File: src/hdl/ssr_pkg.sv
package ssr_pkg;

  // register indices on the plain port
  localparam logic [3:0] ADDR_MODE = 4'h0;  // power_save_select_bit
  localparam logic [3:0] ADDR_TRIG = 4'h1;  // standby_trigger_register
  localparam logic [3:0] ADDR_PROT = 4'h2;  // protect_command_register
  localparam logic [3:0] ADDR_WDRS = 4'h3;  // watchdog_reset_status_reg
  localparam logic [3:0] ADDR_SYS = 4'h4;  // protect_error_flag
  localparam logic [3:0] ADDR_STAT = 4'h5;  // power state, read only
  localparam logic [3:0] ADDR_PRIO = 4'h6;  // in-service priority level

  // field positions and values
  localparam int BIT_PSM = 0;
  localparam int BIT_STP = 1;
  localparam int BIT_WATCHDOG_RESET_FLAG = 0;
  localparam int BIT_PRERR = 0;
  localparam logic [7:0] PROT_KEY = 8'hA5;
  localparam logic [7:0] WDRS_RST = 8'h00;
  localparam logic [7:0] WDRS_WDT = 8'h01;
  localparam logic [2:0] PRIO_NONE = 3'h7;

  // trailing no-op slots software must leave after the trigger write
  localparam int NOP_SLOTS = 5;
  localparam logic [2:0] NOP_CYC = 3'(NOP_SLOTS);

  typedef enum logic [4:0] {
    ST_NORMAL = 5'h01,
    ST_SUB = 5'h02,
    ST_SIDLE = 5'h04,
    ST_SSTOP = 5'h08,
    ST_ENTER = 5'h10
  } ssr_state_t;

  // clock and unit enables presented to the rest of the chip
  typedef struct packed {
    logic main_osc_on;
    logic sub_osc_on;
    logic cpu_clk_on;
    logic periph_clk_on;
    logic rtc_on;
    logic csi_ext_only;
    logic bus_if_power;
    logic port_hold;
    logic intc_wake_only;
  } ssr_enables_t;

  // wake-up report
  typedef struct packed {
    logic ack;
    logic branch;
    logic pending;
  } ssr_wake_t;

  typedef struct packed {
    ssr_state_t state;
    logic psm;
    logic stp;
    logic key_ok;
    logic prerr;
    logic [7:0] wdrs;
    logic [2:0] prio;
    logic [2:0] nop_cnt;
    logic [7:0] rdata;
    logic cpu_rst;
    ssr_enables_t en;
    ssr_wake_t wake;
  } ssr_regs_t;

endpackage

File: src/hdl/ssr_ctrl.sv
// Notes on behaviour
// - in subclock mode, select bit and trigger bit both 1 enter sub-stop
// - sub-stop halts main and subclock oscillators, removing all clocks
// - sub-stop ends on nmi, unmasked pin or peripheral interrupt, or reset pin
// - interrupt wake returns to subclock mode, reset pin to normal mode
// - any unmasked request wakes; lower priority stays pending, unacknowledged
// - higher priority request or nmi wakes and is acknowledged
// - nmi always branches; maskable branches only when interrupts enabled
// - reset pin exit from either sub standby is an ordinary reset
// - sub-idle: rtc runs, cpu and peripherals stop, serial on ext clock, ports held
// - sub-stop: rtc stops too, bus interface unpowered, ports held
// - interrupt controller in both standbys only accepts wake requests
// - cpu registers, status and ram kept across sub-stop
// - two reset sources: reset pin low and watchdog overflow
// - reset pin high releases reset and cpu starts fetching
// - watchdog reset status is 8 bits, byte or bit access
// - status writes need the protect sequence; others discarded, set error flag
// - status cleared to 00 by reset pin, loaded 01 on watchdog reset
// - flag reads 0 when no watchdog reset occurred
// - flag cleared only by writing 0; writing 1 does nothing
// - watchdog reset keeps main oscillator, no stabilization wait
module ssr_ctrl (
  input wire logic clk,
  input wire logic reset_n,
  input wire logic [3:0] addr,
  input wire logic [7:0] wdata,
  input wire logic [7:0] bit_mask,
  input wire logic wr,
  input wire logic rd,
  output logic [7:0] rdata,
  input wire logic wdt_overflow,
  input wire logic nmi_req,
  input wire logic maskable_req,
  input wire logic [2:0] req_prio,
  input wire logic int_enable,
  input wire logic in_subclock,
  output ssr_pkg::ssr_enables_t enables,
  output ssr_pkg::ssr_wake_t wake,
  output logic cpu_rst
);

  ssr_pkg::ssr_regs_t q;
  ssr_pkg::ssr_regs_t d;

  ////////////////////////////////////////////////////////////////////
  // helpers

  // unit enables for a given power state
  function automatic ssr_pkg::ssr_enables_t enables_for(ssr_pkg::ssr_state_t s);
    ssr_pkg::ssr_enables_t e;
    e = '{main_osc_on: 1'b1, sub_osc_on: 1'b1, cpu_clk_on: 1'b1,
          periph_clk_on: 1'b1, rtc_on: 1'b1, csi_ext_only: 1'b0,
          bus_if_power: 1'b1, port_hold: 1'b0, intc_wake_only: 1'b0};
    unique case (s)
      ssr_pkg::ST_SIDLE: begin
        e.cpu_clk_on = 1'b0;
        e.periph_clk_on = 1'b0;
        e.csi_ext_only = 1'b1;
        e.port_hold = 1'b1;
        e.intc_wake_only = 1'b1;
      end
      ssr_pkg::ST_SSTOP: begin
        e.main_osc_on = 1'b0;
        e.sub_osc_on = 1'b0;
        e.cpu_clk_on = 1'b0;
        e.periph_clk_on = 1'b0;
        e.csi_ext_only = 1'b1;
        // rtc off, bus unpowered, ports held
        e.rtc_on = 1'b0;
        e.bus_if_power = 1'b0;
        e.port_hold = 1'b1;
        e.intc_wake_only = 1'b1;
      end
      default: begin
      end
    endcase
    return e;
  endfunction

  // write a byte or selected bits only
  function automatic logic [7:0] merge(logic [7:0] old, logic [7:0] nv, logic [7:0] m);
    return (old & ~m) | (nv & m);
  endfunction

  ////////////////////////////////////////////////////////////////////
  // next state

  always_comb begin
    logic wake_any;
    logic higher;
    logic [7:0] nv;
    wake_any = 1'b0;
    higher = 1'b0;
    nv = 8'h00;
    d = q;
    d.wake = '0;
    d.rdata = 8'h00;
    d.cpu_rst = 1'b0;

    // any unmasked request wakes; priority only decides acknowledge and branch
    wake_any = nmi_req | maskable_req;
    // higher priority or nmi is acknowledged
    higher = nmi_req | (maskable_req && (req_prio < q.prio));

    // register writes; key must be the write just before the status write
    if (wr) begin
      d.key_ok = 1'b0;
      unique case (addr)
        ssr_pkg::ADDR_MODE: begin
          nv = merge({7'h00, q.psm}, wdata, bit_mask);
          d.psm = nv[ssr_pkg::BIT_PSM];
        end
        ssr_pkg::ADDR_TRIG: begin
          nv = merge({6'h00, q.stp, 1'b0}, wdata, bit_mask);
          d.stp = nv[ssr_pkg::BIT_STP];
        end
        ssr_pkg::ADDR_PROT: d.key_ok = (wdata == ssr_pkg::PROT_KEY);
        ssr_pkg::ADDR_WDRS: begin
          if (q.key_ok) begin
            nv = merge(q.wdrs, wdata, bit_mask);
            d.wdrs[ssr_pkg::BIT_WATCHDOG_RESET_FLAG] = q.wdrs[ssr_pkg::BIT_WATCHDOG_RESET_FLAG] & nv[ssr_pkg::BIT_WATCHDOG_RESET_FLAG];
          end else begin
            d.prerr = 1'b1;
          end
        end
        ssr_pkg::ADDR_SYS: begin
          if (bit_mask[ssr_pkg::BIT_PRERR] && !wdata[ssr_pkg::BIT_PRERR]) begin
            d.prerr = 1'b0;
          end
        end
        ssr_pkg::ADDR_PRIO: d.prio = wdata[2:0];
        default: begin
        end
      endcase
    end

    // register reads, data next cycle
    if (rd) begin
      unique case (addr)
        ssr_pkg::ADDR_MODE: d.rdata = {7'h00, q.psm};
        ssr_pkg::ADDR_TRIG: d.rdata = {6'h00, q.stp, 1'b0};
        // full byte, flag 0 until watchdog reset
        ssr_pkg::ADDR_WDRS: d.rdata = q.wdrs;
        ssr_pkg::ADDR_SYS: d.rdata = {7'h00, q.prerr};
        ssr_pkg::ADDR_STAT: d.rdata = {3'h0, q.state};
        ssr_pkg::ADDR_PRIO: d.rdata = {5'h00, q.prio};
        default: d.rdata = 8'h00;
      endcase
    end

    // power state machine
    unique case (q.state)
      ssr_pkg::ST_NORMAL: begin
        if (in_subclock) begin
          d.state = ssr_pkg::ST_SUB;
        end
      end
      ssr_pkg::ST_SUB: begin
        if (!in_subclock) begin
          d.state = ssr_pkg::ST_NORMAL;
        end else if (d.stp) begin
          // allow the trailing no-op window before gating
          d.state = ssr_pkg::ST_ENTER;
          d.nop_cnt = ssr_pkg::NOP_CYC;
        end
      end
      ssr_pkg::ST_ENTER: begin
        if (q.nop_cnt != 3'h0) begin
          d.nop_cnt = q.nop_cnt - 3'h1;
        end else begin
          d.stp = 1'b0;
          // select bit picks stop over idle
          d.state = q.psm ? ssr_pkg::ST_SSTOP : ssr_pkg::ST_SIDLE;
        end
      end
      ssr_pkg::ST_SIDLE, ssr_pkg::ST_SSTOP: begin
        if (wake_any) begin
          d.state = ssr_pkg::ST_SUB;
          d.wake.pending = !higher;
          d.wake.ack = higher;
          d.wake.branch = nmi_req | (higher & int_enable);
        end
      end
      default: d.state = ssr_pkg::ST_NORMAL;
    endcase

    d.en = enables_for(d.state);

    if (wdt_overflow) begin
      d.wdrs = ssr_pkg::WDRS_WDT;
      d.state = ssr_pkg::ST_NORMAL;
      d.psm = 1'b0;
      d.stp = 1'b0;
      d.key_ok = 1'b0;
      d.prio = ssr_pkg::PRIO_NONE;
      d.cpu_rst = 1'b1;
      d.wake = '0;
      d.en = enables_for(ssr_pkg::ST_NORMAL);
    end
  end

  ////////////////////////////////////////////////////////////////////
  // state register

  // pin reset is the ordinary reset and wins
  always_ff @(posedge clk or negedge reset_n) begin
    if (!reset_n) begin
      q <= '{state: ssr_pkg::ST_NORMAL, psm: 1'b0, stp: 1'b0, key_ok: 1'b0,
             prerr: 1'b0, wdrs: ssr_pkg::WDRS_RST, prio: ssr_pkg::PRIO_NONE,
             nop_cnt: 3'h0, rdata: 8'h00, cpu_rst: 1'b1,
             en: '{main_osc_on: 1'b1, sub_osc_on: 1'b1, cpu_clk_on: 1'b1,
                   periph_clk_on: 1'b1, rtc_on: 1'b1, csi_ext_only: 1'b0,
                   bus_if_power: 1'b1, port_hold: 1'b0, intc_wake_only: 1'b0},
             wake: '0};
    end else begin
      q <= d;
    end
  end

  // outputs straight from flops
  assign rdata = q.rdata;
  assign enables = q.en;
  assign wake = q.wake;
  assign cpu_rst = q.cpu_rst;

endmodule

File: config.mk
export PLATFORM = sky130hd
export DESIGN_NAME = ssr_ctrl
export DESIGN_NICKNAME = d
export VERILOG_FILES = /design/src/hdl/ssr_pkg.sv /design/src/hdl/ssr_ctrl.sv
export SDC_FILE = /design/constraint.sdc
export NUM_CORES = 1
export LEC_CHECK = 0
export BUFFER_PORTS_ARGS = -buffer_cell sky130_fd_sc_hd__buf_2
export CORE_AREA = 2 2 83 53
export CTS_BUF_LIST = sky130_fd_sc_hd__clkbuf_4 sky130_fd_sc_hd__clkbuf_8
export DETAILED_ROUTE_END_ITERATION = 7
export DIE_AREA = 0 0 85 55
export PLACE_DENSITY = 0.72
export SYNTH_ARGS = -nofsm -noshare
export SYNTH_HDL_FRONTEND = slang
export SYNTH_SLANG_ARGS = --single-unit
File: constraint.sdc
create_clock -name clk -period 3.9 [get_ports clk]
set_input_delay 0.78 -clock clk [delete_from_list [all_inputs] [get_ports clk]]
set_output_delay 0.78 -clock clk [all_outputs]
set_load 0.1 [all_outputs]
* Yosys cells after proc, flatten, opt, wreduce, memory -nomap -nowiden
Cells that the tools add are included.
** Cells by class
- Add/subtract/negate cells :: 1
- Order comparisons :: 1
- Eq/ne operators :: 19
- Multiplexer cells :: 36
- Bitwise operators :: 13
- Reduce and logical (&&, ||, !) cells :: 20
** Operators with widths (count)
- 5-bit 2-to-1 mux :: 6
- 5-bit one-hot mux with 6 select lines :: 1
- 5-bit one-hot mux with 4 select lines :: 1
- 3-bit 2-to-1 mux :: 6
- 4-bit 2-to-1 mux :: 4
- 2-bit nonzero test :: 7
- 13-bit 2-to-1 mux :: 1
- 4-bit by 3-bit equality test with 1-bit output (second input constant) :: 3
- 1-bit 2-to-1 mux :: 11
- 5-bit by 3-bit equality test with 1-bit output (second input constant) :: 2
- 5-bit by 4-bit equality test with 1-bit output (second input constant) :: 2
- 2-bit inequality test (second input constant) :: 5
- 4-bit by 2-bit equality test with 1-bit output (second input constant) :: 2
- 8-bit equality test (second input constant) :: 1
- 8-bit 2-to-1 mux :: 1
- 4-bit AND reduction :: 2
- 2-bit 2-to-1 mux :: 3
- 3-bit one-hot mux with 2 select lines :: 1
- 5-bit by 1-bit equality test with 1-bit output (second input constant) :: 1
- 5-bit by 2-bit equality test with 1-bit output (second input constant) :: 1
- 5-bit equality test (second input constant) :: 1
- 1-bit OR :: 5
- 1-bit AND :: 4
- 2-bit AND :: 2
- 13 further kinds :: 17
** Storage, ports and cells
- Register bits :: 37
- Input bits :: 32
- Output and inout port bits :: 21
- Logic and storage cells :: 112

* Longest topological paths before layout
- Depth in word-level cells :: 12
- Mapped depth :: 6
- Depth with buffers taken out :: 6

* Worst setup path after synthesis
Ideal clock, no wire load.
- Path type :: input -> register
- Start :: input in_subclock
- End :: register q[22] (netlist name)
- Library setup time :: 120 ps
- Data arrival time :: 1991 ps
- Required time :: 3780 ps
- Path slack :: 1790 ps
- Stages :: 4
- Path buffers :: 0
- Cell sequence :: or4b_4 -> or3b_1 -> a21o_1 -> a31o_1
** Between the ends
- Cells in the longest elaborated chain, start to end :: 2
** Ends and longest elaborated chain
- from (decl) :: line ssr_ctrl.sv:36 : input wire logic in_subclock,
- 2-bit inequality test (no line)
- 4-bit AND reduction (no line)
- to (signal assigned) :: line ssr_ctrl.sv:208 : q <= '{state: ssr_pkg::ST_NORMAL, psm: 1'b0, stp: 1'b0, key_ok: 1'b0,
- to (decl) :: line ssr_ctrl.sv:42 : ssr_pkg::ssr_regs_t q;
No other way between the ends.
A chain may end at the register's enable or synchronous reset.

* Worst setup path in the final report
- Start :: input addr[0]
- End :: register q[22] (netlist name)
** Between the ends
- Cells in the longest elaborated chain, start to end :: 5
** Ends and longest elaborated chain
- from (decl) :: line ssr_ctrl.sv:25 : input wire logic [3:0] addr,
- 4-bit by 1-bit equality test with 1-bit output
- 1-bit 2-to-1 mux :: line ssr_ctrl.sv:108 : unique case (addr)
- 4-bit 2-to-1 mux :: line ssr_ctrl.sv:106 : if (wr) begin
- 2-bit inequality test (no line)
- 4-bit AND reduction (no line)
No other way between the ends. The select of a mux whose other input is x is not followed.

==> results.cfg <==
[outcome]
outcome = complete, no violations

[setup_path]
rrSetupSlack_ns = 1.90
cp_max_fo = 10
crit_buf_inv = 1
cp_num_cells = 5
rr_worst_depth = 4
crit_family = simple AND/OR/NAND/NOR gates
regToRegStartpoint = q[41]$_DFF_PN0_
crit_type = in2reg
startpoint_type = input pin
r2r_end = q[22]$_DFFE_PN0P_
cp.arrival_ns = 2.20
crit_end = q[22]$_DFFE_PN0P_
critPathSlowestCell = nor4b_1
endpoint_kind = flip-flop
worst_path_largest_cell_delay_ns = 0.52
required_ns = 4.07
path_cells = buf_2 -> nor4b_1 -> nand4_1 -> a21o_1 -> a31o_1
crit_start = addr[0]

[logic_synthesis]
synth.yosys.warnings = 0
ys_seq_elements = 28
ys_seq_area_frac = 0.4136
syn_inst = 178
syn_area_sq_um = 1715
avgSynthCellArea_sq_um = 9.637
synth_flop_cell = dfrtp_1
synth_cell_type_count = 53
async_reset_ff_frac = 1.000
synth-edff-count = 0

[clock_network]
root_buffer = clkbuf_8
cts_tree = built
postCtsHoldBufs = 0
clkLatencyLatePin_ns = 0.28
clock_sinks = 28
htree_levels = 1
cts_made_buffers = 3
clock_path_buffers = 2
cts_setup_buffers = 0
cts_resized = 0
clk_pin_slew_ns = 0.10

[final_layout]
final_util = 0.4721
n_antenna_cell = 0
area_growth_pct = 8.461
multi_input_area_sq_um = 784.5
layout.cells.non_filler = 249
nets = 236
post_route_cells_drive_above_1_share = 0.3015
fillers = 382
regArea_sq_um = 709.4

[placed_design]
place_congestion = 0.8208
dp_cells = 245
place_ws_ns = 1.574
port_buffers = 43
dpl.hpwl_um = 2782

[detailed_routing]
drc = 0
via_count = 1326
first_pass_iters = 6
drtIter0Drc = 106
avgRoutedWirePerCell_um = 14.30
routed_via_density = 5.325
wl_um = 3560
ant_nets = 0

[power]
comb_power_share = 0.510
power.density_nw_per_um2 = 612.8
switching_share = 0.5309
clkPwrFrac = 0.160
intPower_w = 0.0005348
report.power.total_w = 0.001140
p_seq_frac = 0.329
p_switching_w = 0.0006053
peakVddDrop_mv = 0.4136
leakage_nw = 0.8812

[global_route]
grt_pass1_vias = 1164
antenna_found_initial = 0
grt_overflow = 0
gr-usage-all-layers = 0.1647
grt_pass1_wl_um = 5837
grt_max_degree = 29

[sta]
setup_viol = 0
slew_viol_final = 0
setup_tns_ns = 0
worst_slack_ns = 1.868
tightest_slew_ns = 0.6100
post-route-period-util = 0.5211
period_needed_ns = 2.032
maxSlewHeadroom = 0.5933
clock_skew_ns = 0.009998
fmax_mhz = 492.1
hold_viol = 0
grt_setup_unrepaired = false

[die]
coreArea_sq_um = 3941
rows = 18
die-height_um = 55
initial_core_util = 0.4352
ios = 53
die_x_um = 85
die-area_sq_um = 4675

[flow_run]
drv_cap = 0

[min_path]
min_path_type = in2async
-- metrics by stage --
step	instance area, sq um	hold WS, ns
6_report	1861	0.4962
5_1_grt	1861	0.5256
4_1_cts	1861	0.4944
3_5_place_dp	1805	0.4708
3_3_place_gp	1805	0.4639
2_1_floorplan	1723	0.4501
-- worst register-to-register path, stage by stage, from the launching register on --
cell     delay (ns)
dfrtp_1        0.49
or4b_4         0.57
or3b_1         0.39
a21o_1         0.21
a31o_1         0.22
-- layout by cell type, fill, tap and decap left out, drive strengths merged, types with 3 or more instances in the layout --
| cell | synthesis | final |
|---|---|---|
| a22o | 3 | 3 |
| buf | 25 | 43 |
| nand2b | 5 | 5 |
| a21oi | 6 | 6 |
| conb | 1 | 3 |
| dfstp | 7 | 7 |
| nor4 | 4 | 4 |
| inv | 9 | 9 |
| dfrtp | 21 | 21 |
| or3 | 3 | 3 |
| nor3 | 4 | 4 |
| nand3 | 7 | 7 |
| nand2 | 8 | 8 |
| clkbuf | 3 | 4 |
| nor4b | 3 | 3 |
| nor2 | 11 | 11 |
| nor2b | 7 | 7 |
| mux2i | 5 | 5 |
| nand4 | 3 | 3 |
| a21o | 3 | 3 |
| ha | 4 | 4 |
-- registers in the layout, summed over array words and instances (netlist names) --
name / count
q: 16
rdata: 5
enables: 3
wake: 3
cpu_rst: 1
-- power groups by stage --
stage	Clock (W)	Combinational [W]	Sequential, W
floorplan	0	0.000595	0.000357
global placement	0	0.000582	0.000380
detailed placement	0	0.000583	0.000382
CTS	0.000189	0.000584	0.000377
global route	0.000205	0.000616	0.000384
finish	0.000183	0.000582	0.000376
-- final cells by class --
class	count	area share
flip-flops and latches	28	0.3813
well taps	50	0.03362
inverters	9	0.01816
repair buffers	43	0.1157
multi-input cells	115	0.4217
clock buffers	4	0.02959
-- kinds of logic after synthesis --
logic type | synth area share
fa+ha+maj | 0.02918
compound gates | 0.1371
simple gates | 0.2349
xor+xnor | 0.02043
flops | 0.4136
buf+inv | 0.1335
mux | 0.02918
other cells | 0.002186
-- how the worst min path moves through the flow --
stage,start,end,slack (ns)
final,reset_n,rdata[3]$_DFF_PN0_,0.50
after global routing,q[27]$_DFFE_PN0P_,q[27]$_DFFE_PN0P_,0.53
after CTS,q[27]$_DFFE_PN0P_,q[27]$_DFFE_PN0P_,0.49
after detailed placement,q[27]$_DFFE_PN0P_,q[27]$_DFFE_PN0P_,0.47
after global placement,q[27]$_DFFE_PN0P_,q[27]$_DFFE_PN0P_,0.46
after floorplan,q[27]$_DFFE_PN0P_,q[27]$_DFFE_PN0P_,0.45
-- cells in the mapped netlist (all sizes together) (2+ instances only) --
cell    count  share of area
o21ai       2         0.0058
and2        2         0.0073
ha          4          0.029
dfstp       7           0.11
dfrtp      21           0.31
nor2b       7          0.026
nand2b      5          0.018
nand2       8          0.018
mux2i       5          0.029
o32a        2          0.012
nand4       3          0.011
nor4        4          0.015
buf        25           0.11
nor3        4          0.015
nor3b       2         0.0088
nand3       7          0.020
nor4b       3          0.015
or3         3          0.011
a21o        3          0.013
a31o        2          0.010
and4        2          0.011
a21oi       6          0.018
inv         9          0.020
clkbuf      3         0.0066
o32ai       2          0.010
xor2        2          0.010
a211oi      2         0.0088
a22oi       2         0.0088
nor2       11          0.024
a22o        3          0.015
xnor2       2          0.010
-- metal layers --
metal / part of all wire / global-route usage / vias to the layer above
met5: 0 / 0 / -
li1: - / - / 657
met4: 0.0070 / 0.03968 / 0
met3: 0.067 / 0.04451 / 4
met2: 0.37 / 0.2305 / 52
met1: 0.56 / 0.2495 / 613
Power figures use the tool's default switching activity.
